File: src/logic/art_pkg.sv
/*
 * Constants for the auto-reload PWM timer: register map, field positions,
 * reset values and sizes.
 * Assumes a 32-bit Avalon-MM register bus with byte addresses, one word each.
 */
package art_pkg;

    // ==========================================================
    // register byte offsets
    localparam logic [5:0] ART_OFS_CTRL_STATUS = 6'h00;
    localparam logic [5:0] ART_OFS_COUNTER = 6'h04;
    localparam logic [5:0] ART_OFS_RELOAD = 6'h08;
    localparam logic [5:0] ART_OFS_PWM_CTRL = 6'h0C;
    localparam logic [5:0] ART_OFS_DUTY0 = 6'h10;
    // irq words sit above the four duty words so no channel aliases them
    localparam logic [5:0] ART_OFS_IRQ_STATUS = 6'h20;
    localparam logic [5:0] ART_OFS_IRQ_MASK = 6'h24;
    localparam int ART_ADDR_W = 6;

    // ==========================================================
    // timer_control_status fields
    localparam int ART_BIT_CLK_SRC = 7;
    localparam int ART_CC_LSB = 4;
    localparam int ART_BIT_RUN = 3;
    localparam int ART_BIT_FORCE = 2;
    localparam int ART_BIT_OIE = 1;
    localparam int ART_BIT_OVF = 0;

    // pwm_output_control fields
    localparam int ART_OE_LSB = 4;
    localparam int ART_OP_LSB = 0;

    // irq status/mask bit
    localparam int ART_IRQ_OVF = 0;

    // ==========================================================
    // sizes and reset values
    localparam int ART_CHANNELS = 4;
    localparam int ART_PRESC_W = 7;
    localparam logic [7:0] ART_RST_BYTE = 8'h00;
    localparam logic [6:0] ART_RST_PRESC = 7'h00;
    localparam logic [7:0] ART_CNT_MAX = 8'hFF;

endpackage

File: src/logic/art_pwm_timer.sv
/*
 * 8-bit auto-reload timer with four PWM channels, Avalon-MM register slave
 * and one level interrupt.
 * Assumes the external clock input is already synchronous to clk_sys; it is
 * counted on its rising edges, so it must be slower than half of clk_sys.
 */
`timescale 1ns/1ps

// Functional notes
// clock source bit picks cpu or external
// divider field selects prescaler tap 2^n
// run bit zero freezes prescaler and counter
// force reload bit always reads zero
// force reload loads reload value, clears prescaler
// overflow enable gates flag onto interrupt
// flag set on overflow, cleared by read
// counter register reads live, write replaces
// overflow reloads counter from reload value
// overflow drives outputs to polarity level; code does so only where the reload value is at or below the compare shadow
// output enable connects channel to pin
// output high at or below compare
// polarity change inverts output at once
// per-channel duty register sets second edge
// control/status resets to all zeros
// compare shadow loaded from duty on overflow
// counter steps once per prescaler edge
// counter write also clears prescaler
module art_pwm_timer
#(
    parameter int CHANNELS = art_pkg::ART_CHANNELS
)
(
    // clock and reset
    input wire logic clk_sys,
    input wire logic reset,
    // avalon-mm slave
    input wire logic [art_pkg::ART_ADDR_W-1:0] avs_address,
    input wire logic avs_read,
    input wire logic avs_write,
    input wire logic [31:0] avs_writedata,
    input wire logic [3:0] avs_byteenable,
    output logic [31:0] avs_readdata,
    output logic avs_waitrequest,
    // timer pins
    input wire logic ext_clk,
    output logic [CHANNELS-1:0] pwm_pin,
    output logic [CHANNELS-1:0] pwm_pin_oe,
    output logic irq
);
    import art_pkg::*;

    // ==========================================================
    // register state
    logic clock_source_select_reg;
    logic [2:0] clock_divider_select_reg;
    logic counter_run_enable_reg;
    logic overflow_irq_enable_reg;
    logic overflow_flag_reg;
    logic [7:0] reload_value_reg;
    logic [7:0] pwm_output_control_reg;
    logic [7:0] channel_duty_cycle_reg [CHANNELS];
    logic [7:0] channel_compare_shadow_reg [CHANNELS];
    logic [7:0] counter_reg;
    logic [ART_PRESC_W-1:0] prescaler_reg;
    logic ext_clk_reg;
    logic irq_status_reg;
    logic irq_mask_reg;
    logic [31:0] avs_readdata_reg;
    logic ack_reg;

    // ==========================================================
    // bus decode
    // one wait state: waitrequest drops in the cycle after the request is seen
    logic bus_req;
    logic wr_en;
    logic rd_en;
    assign bus_req = avs_read | avs_write;
    assign avs_waitrequest = bus_req & ~ack_reg;
    assign wr_en = avs_write & ack_reg & avs_byteenable[0];
    // read side effects fire on the capture edge, so an overflow landing
    // after the data was taken is never cleared unseen
    assign rd_en = avs_read & ~ack_reg;
    assign avs_readdata = avs_readdata_reg;

    function automatic logic hit(input logic [ART_ADDR_W-1:0] a,
                                 input logic [ART_ADDR_W-1:0] ofs);
        hit = (a == ofs);
    endfunction

    function automatic logic duty_hit(input logic [ART_ADDR_W-1:0] a, input int ch);
        duty_hit = (a == ART_OFS_DUTY0 + ART_ADDR_W'(ch * 4));
    endfunction

    always_ff @(posedge clk_sys)
    begin
        if (reset)
        begin
            ack_reg <= 1'b0;
        end
        else
        begin
            ack_reg <= bus_req & ~ack_reg;
        end
    end

    // ==========================================================
    // counter clock generation
    // input select then a 7-bit prescaler; the carry into the tap
    // on the next step is the counter's enable pulse, whichever way the tap bit moves
    logic ext_rise;
    logic input_tick;
    logic [ART_PRESC_W-1:0] presc_next;
    logic count_tick;
    logic force_write;
    logic counter_write;
    logic overflow;

    always_ff @(posedge clk_sys)
    begin
        if (reset)
        begin
            ext_clk_reg <= 1'b0;
        end
        else
        begin
            ext_clk_reg <= ext_clk;
        end
    end

    assign ext_rise = ext_clk & ~ext_clk_reg;
    assign input_tick = clock_source_select_reg ? ext_rise : 1'b1;
    assign presc_next = prescaler_reg + ART_PRESC_W'(1);

    // tick when all bits below the selected tap carry over
    always_comb
    begin
        count_tick = 1'b0;
        if (counter_run_enable_reg && input_tick)
        begin
            if (clock_divider_select_reg == 3'd0)
            begin
                count_tick = 1'b1;
            end
            else
            begin
                count_tick = (prescaler_reg & ((ART_PRESC_W'(1) << clock_divider_select_reg)
                              - ART_PRESC_W'(1))) == ((ART_PRESC_W'(1)
                              << clock_divider_select_reg) - ART_PRESC_W'(1));
            end
        end
    end

    assign force_write = wr_en && hit(avs_address, ART_OFS_CTRL_STATUS)
                         && avs_writedata[ART_BIT_FORCE];
    assign counter_write = wr_en && hit(avs_address, ART_OFS_COUNTER);
    assign overflow = count_tick && (counter_reg == ART_CNT_MAX);

    always_ff @(posedge clk_sys)
    begin
        if (reset)
        begin
            prescaler_reg <= ART_RST_PRESC;
        end
        else if (force_write || counter_write)
        begin
            prescaler_reg <= ART_RST_PRESC;
        end
        else if (counter_run_enable_reg && input_tick)
        begin
            prescaler_reg <= presc_next;
        end
    end

    // ==========================================================
    // counter
    always_ff @(posedge clk_sys)
    begin
        if (reset)
        begin
            counter_reg <= ART_RST_BYTE;
        end
        else if (counter_write)
        begin
            counter_reg <= avs_writedata[7:0];
        end
        else if (force_write)
        begin
            counter_reg <= reload_value_reg;
        end
        else if (overflow)
        begin
            counter_reg <= reload_value_reg;
        end
        else if (count_tick)
        begin
            counter_reg <= counter_reg + 8'h01;
        end
    end

    // ==========================================================
    // control and data registers
    always_ff @(posedge clk_sys)
    begin
        if (reset)
        begin
            clock_source_select_reg <= 1'b0;
            clock_divider_select_reg <= 3'd0;
            counter_run_enable_reg <= 1'b0;
            overflow_irq_enable_reg <= 1'b0;
        end
        else if (wr_en && hit(avs_address, ART_OFS_CTRL_STATUS))
        begin
            clock_source_select_reg <= avs_writedata[ART_BIT_CLK_SRC];
            clock_divider_select_reg <= avs_writedata[ART_CC_LSB +: 3];
            counter_run_enable_reg <= avs_writedata[ART_BIT_RUN];
            overflow_irq_enable_reg <= avs_writedata[ART_BIT_OIE];
        end
    end

    always_ff @(posedge clk_sys)
    begin
        if (reset)
        begin
            reload_value_reg <= ART_RST_BYTE;
            pwm_output_control_reg <= ART_RST_BYTE;
        end
        else if (wr_en)
        begin
            if (hit(avs_address, ART_OFS_RELOAD))
            begin
                reload_value_reg <= avs_writedata[7:0];
            end
            if (hit(avs_address, ART_OFS_PWM_CTRL))
            begin
                pwm_output_control_reg <= avs_writedata[7:0];
            end
        end
    end

    // ==========================================================
    // overflow flag and interrupt
    // set wins over the clearing read in the same cycle
    always_ff @(posedge clk_sys)
    begin
        if (reset)
        begin
            overflow_flag_reg <= 1'b0;
        end
        else if (overflow)
        begin
            overflow_flag_reg <= 1'b1;
        end
        else if (rd_en && hit(avs_address, ART_OFS_CTRL_STATUS))
        begin
            overflow_flag_reg <= 1'b0;
        end
    end

    always_ff @(posedge clk_sys)
    begin
        if (reset)
        begin
            irq_status_reg <= 1'b0;
            irq_mask_reg <= 1'b0;
        end
        else
        begin
            if (overflow)
            begin
                irq_status_reg <= 1'b1;
            end
            else if (wr_en && hit(avs_address, ART_OFS_IRQ_STATUS)
                     && avs_writedata[ART_IRQ_OVF])
            begin
                irq_status_reg <= 1'b0;
            end
            if (wr_en && hit(avs_address, ART_OFS_IRQ_MASK))
            begin
                irq_mask_reg <= avs_writedata[ART_IRQ_OVF];
            end
        end
    end

    // either path raises the line: legacy enable on the flag, or mask on status
    assign irq = (overflow_irq_enable_reg & overflow_flag_reg)
                 | (irq_mask_reg & irq_status_reg);

    // ==========================================================
    // pwm channels
    genvar ch;
    generate
        for (ch = 0; ch < CHANNELS; ch++)
        begin : g_chan
            always_ff @(posedge clk_sys)
            begin
                if (reset)
                begin
                    channel_duty_cycle_reg[ch] <= ART_RST_BYTE;
                    channel_compare_shadow_reg[ch] <= ART_RST_BYTE;
                end
                else
                begin
                    if (wr_en && duty_hit(avs_address, ch))
                    begin
                        channel_duty_cycle_reg[ch] <= avs_writedata[7:0];
                    end
                    if (overflow)
                    begin
                        channel_compare_shadow_reg[ch] <= channel_duty_cycle_reg[ch];
                    end
                end
            end

            // on overflow the counter becomes the reload value; where that is at or
            // below the compare, the level goes to the polarity-selected one
            logic below;
            assign below = counter_reg <= channel_compare_shadow_reg[ch];
            // polarity applied combinationally so a change shows at once
            assign pwm_pin[ch] = pwm_output_control_reg[ART_OE_LSB + ch]
                                 & (below ^ pwm_output_control_reg[ART_OP_LSB + ch]);
            assign pwm_pin_oe[ch] = pwm_output_control_reg[ART_OE_LSB + ch];
        end
    endgenerate

    // ==========================================================
    // read data
    always_ff @(posedge clk_sys)
    begin
        if (reset)
        begin
            avs_readdata_reg <= 32'h0000_0000;
        end
        else if (avs_read && !ack_reg)
        begin
            avs_readdata_reg <= 32'h0000_0000;
            case (avs_address)
                ART_OFS_CTRL_STATUS:
                    avs_readdata_reg[7:0] <= {clock_source_select_reg,
                        clock_divider_select_reg, counter_run_enable_reg,
                        1'b0, overflow_irq_enable_reg, overflow_flag_reg};
                ART_OFS_COUNTER: avs_readdata_reg[7:0] <= counter_reg;
                ART_OFS_RELOAD: avs_readdata_reg[7:0] <= reload_value_reg;
                ART_OFS_PWM_CTRL: avs_readdata_reg[7:0] <= pwm_output_control_reg;
                ART_OFS_IRQ_STATUS: avs_readdata_reg[0] <= irq_status_reg;
                ART_OFS_IRQ_MASK: avs_readdata_reg[0] <= irq_mask_reg;
                default:
                begin
                    for (int i = 0; i < CHANNELS; i++)
                    begin
                        if (duty_hit(avs_address, i))
                        begin
                            avs_readdata_reg[7:0] <= channel_duty_cycle_reg[i];
                        end
                    end
                end
            endcase
        end
    end

endmodule

File: config.mk
export PLATFORM = sky130hd
export DESIGN_NAME = art_pwm_timer
export DESIGN_NICKNAME = d
export VERILOG_FILES = /design/src/logic/art_pkg.sv /design/src/logic/art_pwm_timer.sv
export SDC_FILE = /design/constraint.sdc
export NUM_CORES = 1
export LEC_CHECK = 0
export ABC_AREA = 0
export BUFFER_PORTS_ARGS = -buffer_cell sky130_fd_sc_hd__buf_2
export CORE_MARGIN = 4
export CORE_UTILIZATION = 56
export CTS_CLUSTER_DIAMETER = 30
export DETAILED_ROUTE_END_ITERATION = 16
export GPL_TIMING_DRIVEN = 0
export HOLD_SLACK_MARGIN = 0.1
export PLACE_DENSITY = 0.78
export SLEW_MARGIN = 20
export SYNTH_ARGS = -nofsm -noshare
export SYNTH_HDL_FRONTEND = slang
export SYNTH_SLANG_ARGS = --single-unit
File: constraint.sdc
create_clock -name clk_sys -period 6.7 [get_ports clk_sys]
set_input_delay 1.675 -clock clk_sys [delete_from_list [all_inputs] [get_ports clk_sys]]
set_output_delay 1.675 -clock clk_sys [all_outputs]
set_load 0.01 [all_outputs]
# After elaboration in Yosys (flattened, before gate mapping)
# Memory sizes are Yosys's and may differ from the RTL's.
# Cells that the tools add are included.
dict set report word_totals {
  reg_bits 50
  ramBits 64
  in_bits 47
  output_inout_bits 42
  word_cells 130
  memories 2
}
dict set report classes {
  n_addsub 3
  n_lt_le_gt_ge 4
  eq_ne 11
  shifts 1
  muxes 42
  bitwise 28
  reduce_logical 25
}
# name words width read_ports rd_clocked_by_memory_dff write_ports line_no
set mem_list {}
lappend mem_list {channel_compare_shadow_reg 4 8 4 0 4 art_pwm_timer.sv:62} ;# logic [7:0] channel_compare_shadow_reg [CHANNELS];
lappend mem_list {channel_duty_cycle_reg 4 8 4 0 4 art_pwm_timer.sv:61} ;# logic [7:0] channel_duty_cycle_reg [CHANNELS];
# cell count
set op_table {}
lappend op_table {{two-way mux 8 bit} 16}
lappend op_table {{case mux 7 bit (5 select lines)} 1}
lappend op_table {{less-or-equal comparator 8 bit} 4}
lappend op_table {{== test 6 x 5 -> 1 bit, second input constant} 4}
lappend op_table {{two-way mux 1 bit} 24}
lappend op_table {{logical AND 1 bit} 14}
lappend op_table {{== test 6 x 4 -> 1 bit, second input constant} 2}
lappend op_table {{== test 6 bit, second input constant} 2}
lappend op_table {{bitwise AND 1 bit} 11}
lappend op_table {{bitwise OR 1 bit} 10}
lappend op_table {{adder 8 x 1 -> 8 bit, second input constant} 1}
lappend op_table {{== test 8 bit, second input constant} 1}
lappend op_table {{adder 7 x 1 -> 7 bit, second input constant} 1}
lappend op_table {{bitwise AND 7 bit} 1}
lappend op_table {{== test 7 bit} 1}
lappend op_table {{<< shifter 1 x 3 -> 7 bit, first input constant} 1}
lappend op_table {{subtractor 7 x 1 -> 7 bit, second input constant} 1}
lappend op_table {{== test 6 x 3 -> 1 bit, second input constant} 1}
lappend op_table {{logical NOT 6 bit} 1}
lappend op_table {{case mux 1 bit (6 select lines)} 1}
lappend op_table {{AND reduction 2 bit} 2}
lappend op_table {{nonzero test 2 bit} 2}
lappend op_table {{nonzero test 4 bit} 1}
lappend op_table {{OR reduction 2 bit} 2}
lappend op_table {{5 further kinds} 9}

# Logic depth before layout (Yosys ltp)
# Gate-level depths: netlist of run 1.
dict set report depth {
  word_depth 11
  depth_mapped 12
  depth_no_buf 10
}

# Least setup slack after synthesis of run 1
# No wires, ideal clock.
dict set report synth_timing {
  kind {input to output}
  from {in avs_write}
  to {out avs_waitrequest}
  arrival_time_ps 1869
  required_time_ps 5025
  path_slack_ps 3156
  cell_stages 2
  path_buffers 0
  cell_sequence {nor2_1 nor2_1}
}
dict set report synth_via {
  elab_chain_len 2
}
# item line_no
set synth_rtl {}
lappend synth_rtl {{start, declared} art_pwm_timer.sv:39} ;# input wire logic avs_write,
lappend synth_rtl {{bitwise OR 1 bit} art_pwm_timer.sv:77} ;# assign bus_req = avs_read | avs_write;
lappend synth_rtl {{bitwise AND 1 bit} art_pwm_timer.sv:78} ;# assign avs_waitrequest = bus_req & ~ack_reg;
lappend synth_rtl {{end, declared} art_pwm_timer.sv:43} ;# output logic avs_waitrequest,
# Every way passes these cells.

# Final worst setup path of run 1
dict set report layout_timing {
  from {reg counter_reg[1]}
  to {out pwm_pin[1]}
}
dict set report layout_via {
  elab_chain_len 3
}
# item line_no
set layout_rtl {}
lappend layout_rtl {{start, declared} art_pwm_timer.sv:63} ;# logic [7:0] counter_reg;
lappend layout_rtl {{start signal, assigned} art_pwm_timer.sv:184} ;# counter_reg <= avs_writedata[7:0];
lappend layout_rtl {{start signal, assigned} art_pwm_timer.sv:188} ;# counter_reg <= reload_value_reg;
lappend layout_rtl {{start signal, assigned} art_pwm_timer.sv:192} ;# counter_reg <= reload_value_reg;
lappend layout_rtl {{less-or-equal comparator 8 bit} art_pwm_timer.sv:317} ;# assign below = counter_reg <= channel_compare_shadow_reg[ch];
lappend layout_rtl {{XOR 1 bit} art_pwm_timer.sv:320} ;# & (below ^ pwm_output_control_reg[ART_OP_LSB + ch]);
lappend layout_rtl {{bitwise AND 1 bit} art_pwm_timer.sv:320}
lappend layout_rtl {{end, declared} art_pwm_timer.sv:46} ;# output logic [CHANNELS-1:0] pwm_pin,
# Every way passes these cells.

==> results of run 1 <==
## layer usage
layer  GRT usage  vias to the layer above  share of wire
li1            -                     2312              -
met5           0                        -              0
met4     0.09311                        0          0.024
met2      0.4105                      276           0.47
met3     0.06158                       38           0.10
met1      0.3313                     2274           0.40
## final cells by class
| class | instances | area [µm²] | share of cell area |
|---|---|---|---|
| sequential | 114 | 2923 | 0.3904 |
| inverter | 37 | 138.9 | 0.01855 |
| buffer | 56 | 331.6 | 0.04428 |
| timing repair buffer | 33 | 165.2 | 0.02206 |
| tap | 140 | 175.2 | 0.02340 |
| clock buffer | 22 | 464.2 | 0.06200 |
| clock inverter | 10 | 180.2 | 0.02406 |
| multi-input combinational | 437 | 3109 | 0.4153 |
## metrics by stage
step / utilization / area, µm² / hold slack [ns] / setup slack (ns) / std cells
after CTS: 0.6788 / 7487 / 0.4766 / 2.129 / 849
final: 0.6788 / 7487 / 0.4777 / 2.167 / 849
after detailed placement: 0.6203 / 6843 / 0.4632 / 2.577 / 817
after floorplan: - / 6500 / 0.4450 / 3.156 / 644
after global routing: 0.6788 / 7487 / 0.5018 / 2.000 / 849
after global placement: 0.6201 / 6840 / 0.4606 / 2.564 / 817
## critical path, stage by stage (launching register included)
cell,delay [ns]
dfxtp_1,0.65
ha_1,0.33
nor2b_1,0.13
o21a_1,0.16
o21a_1,0.15
o21ai_0,0.24
a31oi_1,0.27
xnor2_1,0.19
and2_1,0.17
buf_2,0.13
## power groups by stage
stage	combinational [mW]	sequential (mW)	clock, mW
after floorplan	0.0714	0.780	0
after global placement	0.105	0.781	0
after detailed placement	0.109	0.782	0
after CTS	0.109	0.768	0.981
after global routing	0.119	0.770	1.02
final	0.110	0.769	0.976
## how the worst max path moves through the flow
stage                        start                                to
CTS                 counter_reg[1]                        pwm_pin[1]
detailed placement  counter_reg[1]                        pwm_pin[1]
floorplan                avs_write                   avs_waitrequest
global placement             reset  channel_compare_shadow_reg[3][1]
global route        counter_reg[1]                        pwm_pin[1]
finish              counter_reg[1]                        pwm_pin[1]
## cell families (layout without fill, tap and decap cells)
group,Yosys count,in the layout
adder cells (fa/ha/maj),35,35
flip-flops,114,114
AO/OA/AOI/OAI,99,99
XOR/XNOR,15,15
AND/OR/NAND/NOR,230,230
multiplexers,34,34
buffers and inverters,93,158
other,1,24
## placed cells by master, fill, tap and decap left out, types with 4 or more instances in the layout
cell	count
nand3_1	20
clkbuf_16	17
edfxtp_1	64
nor2b_1	10
inv_1	37
a21oi_1	28
a211oi_1	10
mux4_2	14
and3_1	9
dfxtp_1	50
nor3_1	9
xor2_1	8
a311oi_1	5
buf_4	28
conb_1	24
a22o_1	4
o21a_1	6
a21o_1	7
nand2b_1	5
ha_1	35
o21ai_0	11
nand4_1	4
mux2i_1	18
xnor2_1	7
buf_2	40
bufinv_16	5
nand2_1	28
clkbuf_1	22
nor2_1	52
o211ai_1	6
o21bai_1	4
and2_1	70
==> results.json, run 1 <==
{
  "status": "complete, no violations",
  "drc": 0,
  "crit_path_max_fanout": 10,
  "gp_congestion": 0.9343,
  "num_antenna_cells": 0,
  "synth-adder-area-share": 0.06828,
  "netlist-cell-type-count": 62,
  "power.share.switching": 0.2041,
  "power_mw": 1.855,
  "ys_ff_latch": 114,
  "p_int_mw": 1.477,
  "fin_nets": 778,
  "max_freq_ghz": 0.2206,
  "synth_compound_area_frac": 0.1063,
  "timing.final.hold_violations": 0,
  "clock_sinks": 114,
  "synth_top_area_frac": 0.2996,
  "synth_xor_area_frac": 0.02048,
  "cts_tree": "yes",
  "track_usage": 0.2531,
  "ys_warn_count": 0,
  "vdd_ir_drop_max_v": 0.0002071,
  "initial_core_util": 0.5814,
  "vias": 4900,
  "yosysMostFrequentCell": "and2_1",
  "r2r_end": "channel_compare_shadow_reg[2][5]",
  "mappedNetlistArea_um2": 6414,
  "syn_inst": 621,
  "via_per_inst": 5.771,
  "numCtsBuffers": 17,
  "start_kind": "register",
  "regToRegStartpoint": "clock_divider_select_reg[2]",
  "area_delta_synth_final_pct": 16.74,
  "grt_max_degree": 33,
  "htreeDepth": 4,
  "relSlewSlack": 0.3342,
  "syn_avg_cell_area_um2": 10.33,
  "ios": 89,
  "grt_pass1_wl_mm": 24.96,
  "post-cts-setup-buffers": 0,
  "yosys.area_share.simple": 0.1945,
  "crit_arrival_ns": 2.86,
  "setup_tns_ns": 0,
  "setup_viol": 0,
  "synth_ff_type": "edfxtp_1",
  "leakage_nw": 3.160,
  "clkTransAtPathRegs_ns": 0.05,
  "cts_resized": 0,
  "fp.dieW_um": 115.0,
  "synthArstFlopShare": 0,
  "hp-start": "irq_status_reg",
  "synth_top_area_cell": "edfxtp_1",
  "hold_buffers": 0,
  "wl_per_cell_um": 19.04,
  "synth_edf_count": 64,
  "drtAntennaViolNets": 0,
  "drt_iter0_drc": 498,
  "rrSetupSlack_ns": 3.31,
  "cts_buffer_depth": 2,
  "core_area_um2": 11030,
  "row_count": 38,
  "layout-drive-gt1-share": 0.1763,
  "dieHeight_um": 115.0,
  "worst_slew_pin_slew_ns": 0.9896,
  "dpl.hpwl_mm": 12.06,
  "slew_viol_final": 0,
  "wl_mm": 16.16,
  "synth_top_family_by_area": "simple AND/OR/NAND/NOR gates",
  "min_to": "irq_status_reg",
  "fin_worst_skew_ns": 0.005969,
  "ys_seq_area_frac": 0.4557,
  "power_frac_seq": 0.414,
  "antenna_found_initial": 0,
  "synth_common_cells": "70 x and2_1, 64 x edfxtp_1, 52 x nor2_1, 50 x dfxtp_1, 37 x inv_1",
  "synth.area.top_cells": "edfxtp_1 30%, dfxtp_1 16%, and2_1 6.8%",
  "grt_overflow": 0,
  "insertion_delay_ns": 0.41,
  "worstPathRequired_ns": 5.03,
  "cap_viol_max_count": 0,
  "grt_setup_unrepaired": "false",
  "p_sw_mw": 0.3786,
  "synthMuxAreaShare": 0.08076,
  "cts_root_buf": "clkbuf_16",
  "fin_crit_ns": 4.533,
  "end_kind": "primary output",
  "fillers": 843,
  "die_area_um2": 13230,
  "setup.worst_path.class": "reg -> out",
  "dr.pass1.iters": 5,
  "min_path_cells": 2,
  "grt_pass1_vias": 4709,
  "combPwrFrac": 0.059,
  "p_clk_frac": 0.526,
  "worst-r2r-cell-count": 10,
  "holdCritPathClass": "reg -> reg",
  "io_buffers": 33,
  "power.density_nw_per_um2": 247.8,
  "fin_crit_sh": 0.6765
}
Power figures use the tool's default switching activity.
==> inputs of run 2 (changes only) <==
--- a/config.mk
+++ b/config.mk
@@ -5,7 +5,7 @@
 export SDC_FILE = /design/constraint.sdc
 export NUM_CORES = 1
 export LEC_CHECK = 0
-export ABC_AREA = 0
+export ABC_AREA = 1
 export BUFFER_PORTS_ARGS = -buffer_cell sky130_fd_sc_hd__buf_2
 export CORE_MARGIN = 4
 export CORE_UTILIZATION = 56
==> constraint.sdc (replaced) <==
create_clock -name clk_sys -period 4.7 [get_ports clk_sys]
set_input_delay 1.175 -clock clk_sys [delete_from_list [all_inputs] [get_ports clk_sys]]
set_output_delay 1.175 -clock clk_sys [all_outputs]
set_load 0.01 [all_outputs]
==> results.json, run 2 <==
{
  "cts_buffer_depth": 2,
  "yosysMostFrequentCell": "inv_1",
  "cp_cell_sequence": "ha_1 > nand2_1 > o41ai_1 > o21ai_0 > a21oi_1 > buf_2",
  "synthArstFlopShare": 0,
  "fin_area_um2": 7307,
  "clkTransAtPathRegs_ns": 0.05,
  "dieHeight_um": 113.9,
  "leakage_nw": 3.316,
  "drtAntennaViolNets": 0,
  "row_count": 38,
  "grt_setup_unrepaired": "false",
  "end_kind": "primary output",
  "fin_crit_ns": 3.924,
  "htreeDepth": 4,
  "grt_max_degree": 33,
  "drt_iter0_drc": 497,
  "worstPathRequired_ns": 3.52,
  "cts_root_buf": "clkbuf_8",
  "crit_arrival_ns": 2.75,
  "gp_congestion": 0.9589,
  "post-cts-setup-buffers": 0,
  "syn_avg_cell_area_um2": 8.633,
  "synth_top_area_cell": "edfxtp_1",
  "drc": 0,
  "grt_pass1_wl_mm": 26.32,
  "area_delta_synth_final_pct": 16.43,
  "holdWs_ns": 0.4749,
  "synth_edf_count": 64,
  "insertion_delay_ns": 0.54,
  "vdd_ir_drop_max_v": 0.0002544,
  "track_usage": 0.2702,
  "start_kind": "register",
  "ios": 89,
  "netlist-cell-type-count": 49,
  "vias": 5314,
  "antenna_found_initial": 0,
  "num_antenna_cells": 0,
  "crit_family": "compound AO/OA/AOI/OAI gates",
  "core_area_um2": 10890,
  "synth_ff_type": "edfxtp_1",
  "ys_seq_area_frac": 0.4657,
  "power_mw": 2.533,
  "crit_buf_inv": 1,
  "clock_sinks": 114,
  "cts_tree": "yes",
  "cap_viol_max_count": 0,
  "final_common_cell": "inv_1",
  "final_core_util": 0.6711,
  "critical_path.max_stage_delay_ns": 0.82,
  "synth_top_area_frac": 0.3062,
  "dpl.hpwl_mm": 12.43,
  "hold_buffers": 0,
  "grt_overflow": 0,
  "max_freq_ghz": 0.2549,
  "relSlewSlack": 0.3727,
  "slew_viol_final": 0,
  "status": "complete, no violations",
  "layout-drive-gt1-share": 0.1601,
  "timing.final.hold_violations": 0,
  "placed_cell_area_um2": 6720,
  "slowest_stage": "o41ai_1",
  "die_area_um2": 12970,
  "fin_worst_skew_ns": 0.009958,
  "synth_common_cells": "122 x inv_1, 81 x nor2_1, 70 x nand2_1, 64 x edfxtp_1, 59 x a21oi_1",
  "io_buffers": 36,
  "fp.dieW_um": 113.9,
  "dr.pass1.iters": 5,
  "setup_tns_ns": 0,
  "wl_per_cell_um": 17.56,
  "worst_slew_pin_slew_ns": 0.9288,
  "numCtsBuffers": 17,
  "syn_inst": 727,
  "final_cell_mix": "122 x inv_1, 81 x nor2_1, 69 x nand2_1",
  "ys_warn_count": 0,
  "ys_ff_latch": 114,
  "initial_core_util": 0.5764,
  "cts_resized": 0,
  "fin_nets": 887,
  "wl_mm": 16.82,
  "fin_crit_sh": 0.8348,
  "holdCritPathClass": "reg -> reg",
  "setup.worst_path.class": "reg -> out",
  "synth.area.top_cells": "edfxtp_1 31%, dfxtp_1 16%, inv_1 7.3%",
  "mappedNetlistArea_um2": 6276,
  "power.density_nw_per_um2": 346.7,
  "grt_pass1_vias": 5045,
  "fillers": 894,
  "via_per_inst": 5.547,
  "crit_path_max_fanout": 9,
  "setup_viol": 0
}
[run 2: logic make-up (layout without fill, tap and decap cells)]
logic type / Yosys count / in the layout / synth area share
XOR/XNOR: 7 / 7 / 0.009769
flip-flops: 114 / 114 / 0.4657
adder cells (fa/ha/maj): 35 / 35 / 0.06978
AND/OR/NAND/NOR: 229 / 229 / 0.1758
buffers and inverters: 174 / 242 / 0.1268
AO/OA/AOI/OAI: 167 / 167 / 0.1515
other: 1 / 24 / 0.0005975
[run 2: path summary, 6_finish.rpt]
path	from	endpoint	slack, ns	cells past startpoint
max	counter_reg[2]	pwm_pin[3]	0.78	6
max reg2reg	counter_reg[1]	channel_compare_shadow_reg[1][4]	2.05	7
min	prescaler_reg[6]	prescaler_reg[6]	0.47	2
min reg2reg	prescaler_reg[6]	prescaler_reg[6]	0.47	2
[run 2: through the flow]
step	setup WS, ns	std cells
3_5_place_dp	1.115	926
6_report	0.7762	958
3_3_place_gp	0.7318	926
4_1_cts	0.7635	958
5_1_grt	0.5865	958
2_1_floorplan	1.734	750
[run 2: area by class of cell]
class,instances,area (µm²),area share
Inverter,131,496.7,0.06798
Clock inverter,14,168.9,0.02312
Buffer,43,299.0,0.04092
Tap cell,140,175.2,0.02397
Sequential cell,114,2923,0.4000
Clock buffer,18,417.9,0.05719
Timing Repair Buffer,36,180.2,0.02466
Multi-Input combinational cell,462,2646,0.3622
[run 2: worst min-delay path, cell delays in order, from the launching register on]
cell and delay [ns]:
dfxtp_1 0.30, inv_1 0.07, a21oi_1 0.06
[run 2: power breakdown]
part / internal [mW] / switching [mW] / leakage (nW)
sequential: 1.08 / 0.0148 / 1.04
combinational: 0.0458 / 0.0969 / 1.99
clock: 0.847 / 0.447 / 0.282
[run 2: metal layers]
metal | track usage | wire length [µm]
met5 | 0 | 0
met4 | 0.1291 | 571
met3 | 0.06578 | 1504
met2 | 0.4221 | 7700
met1 | 0.3542 | 7044
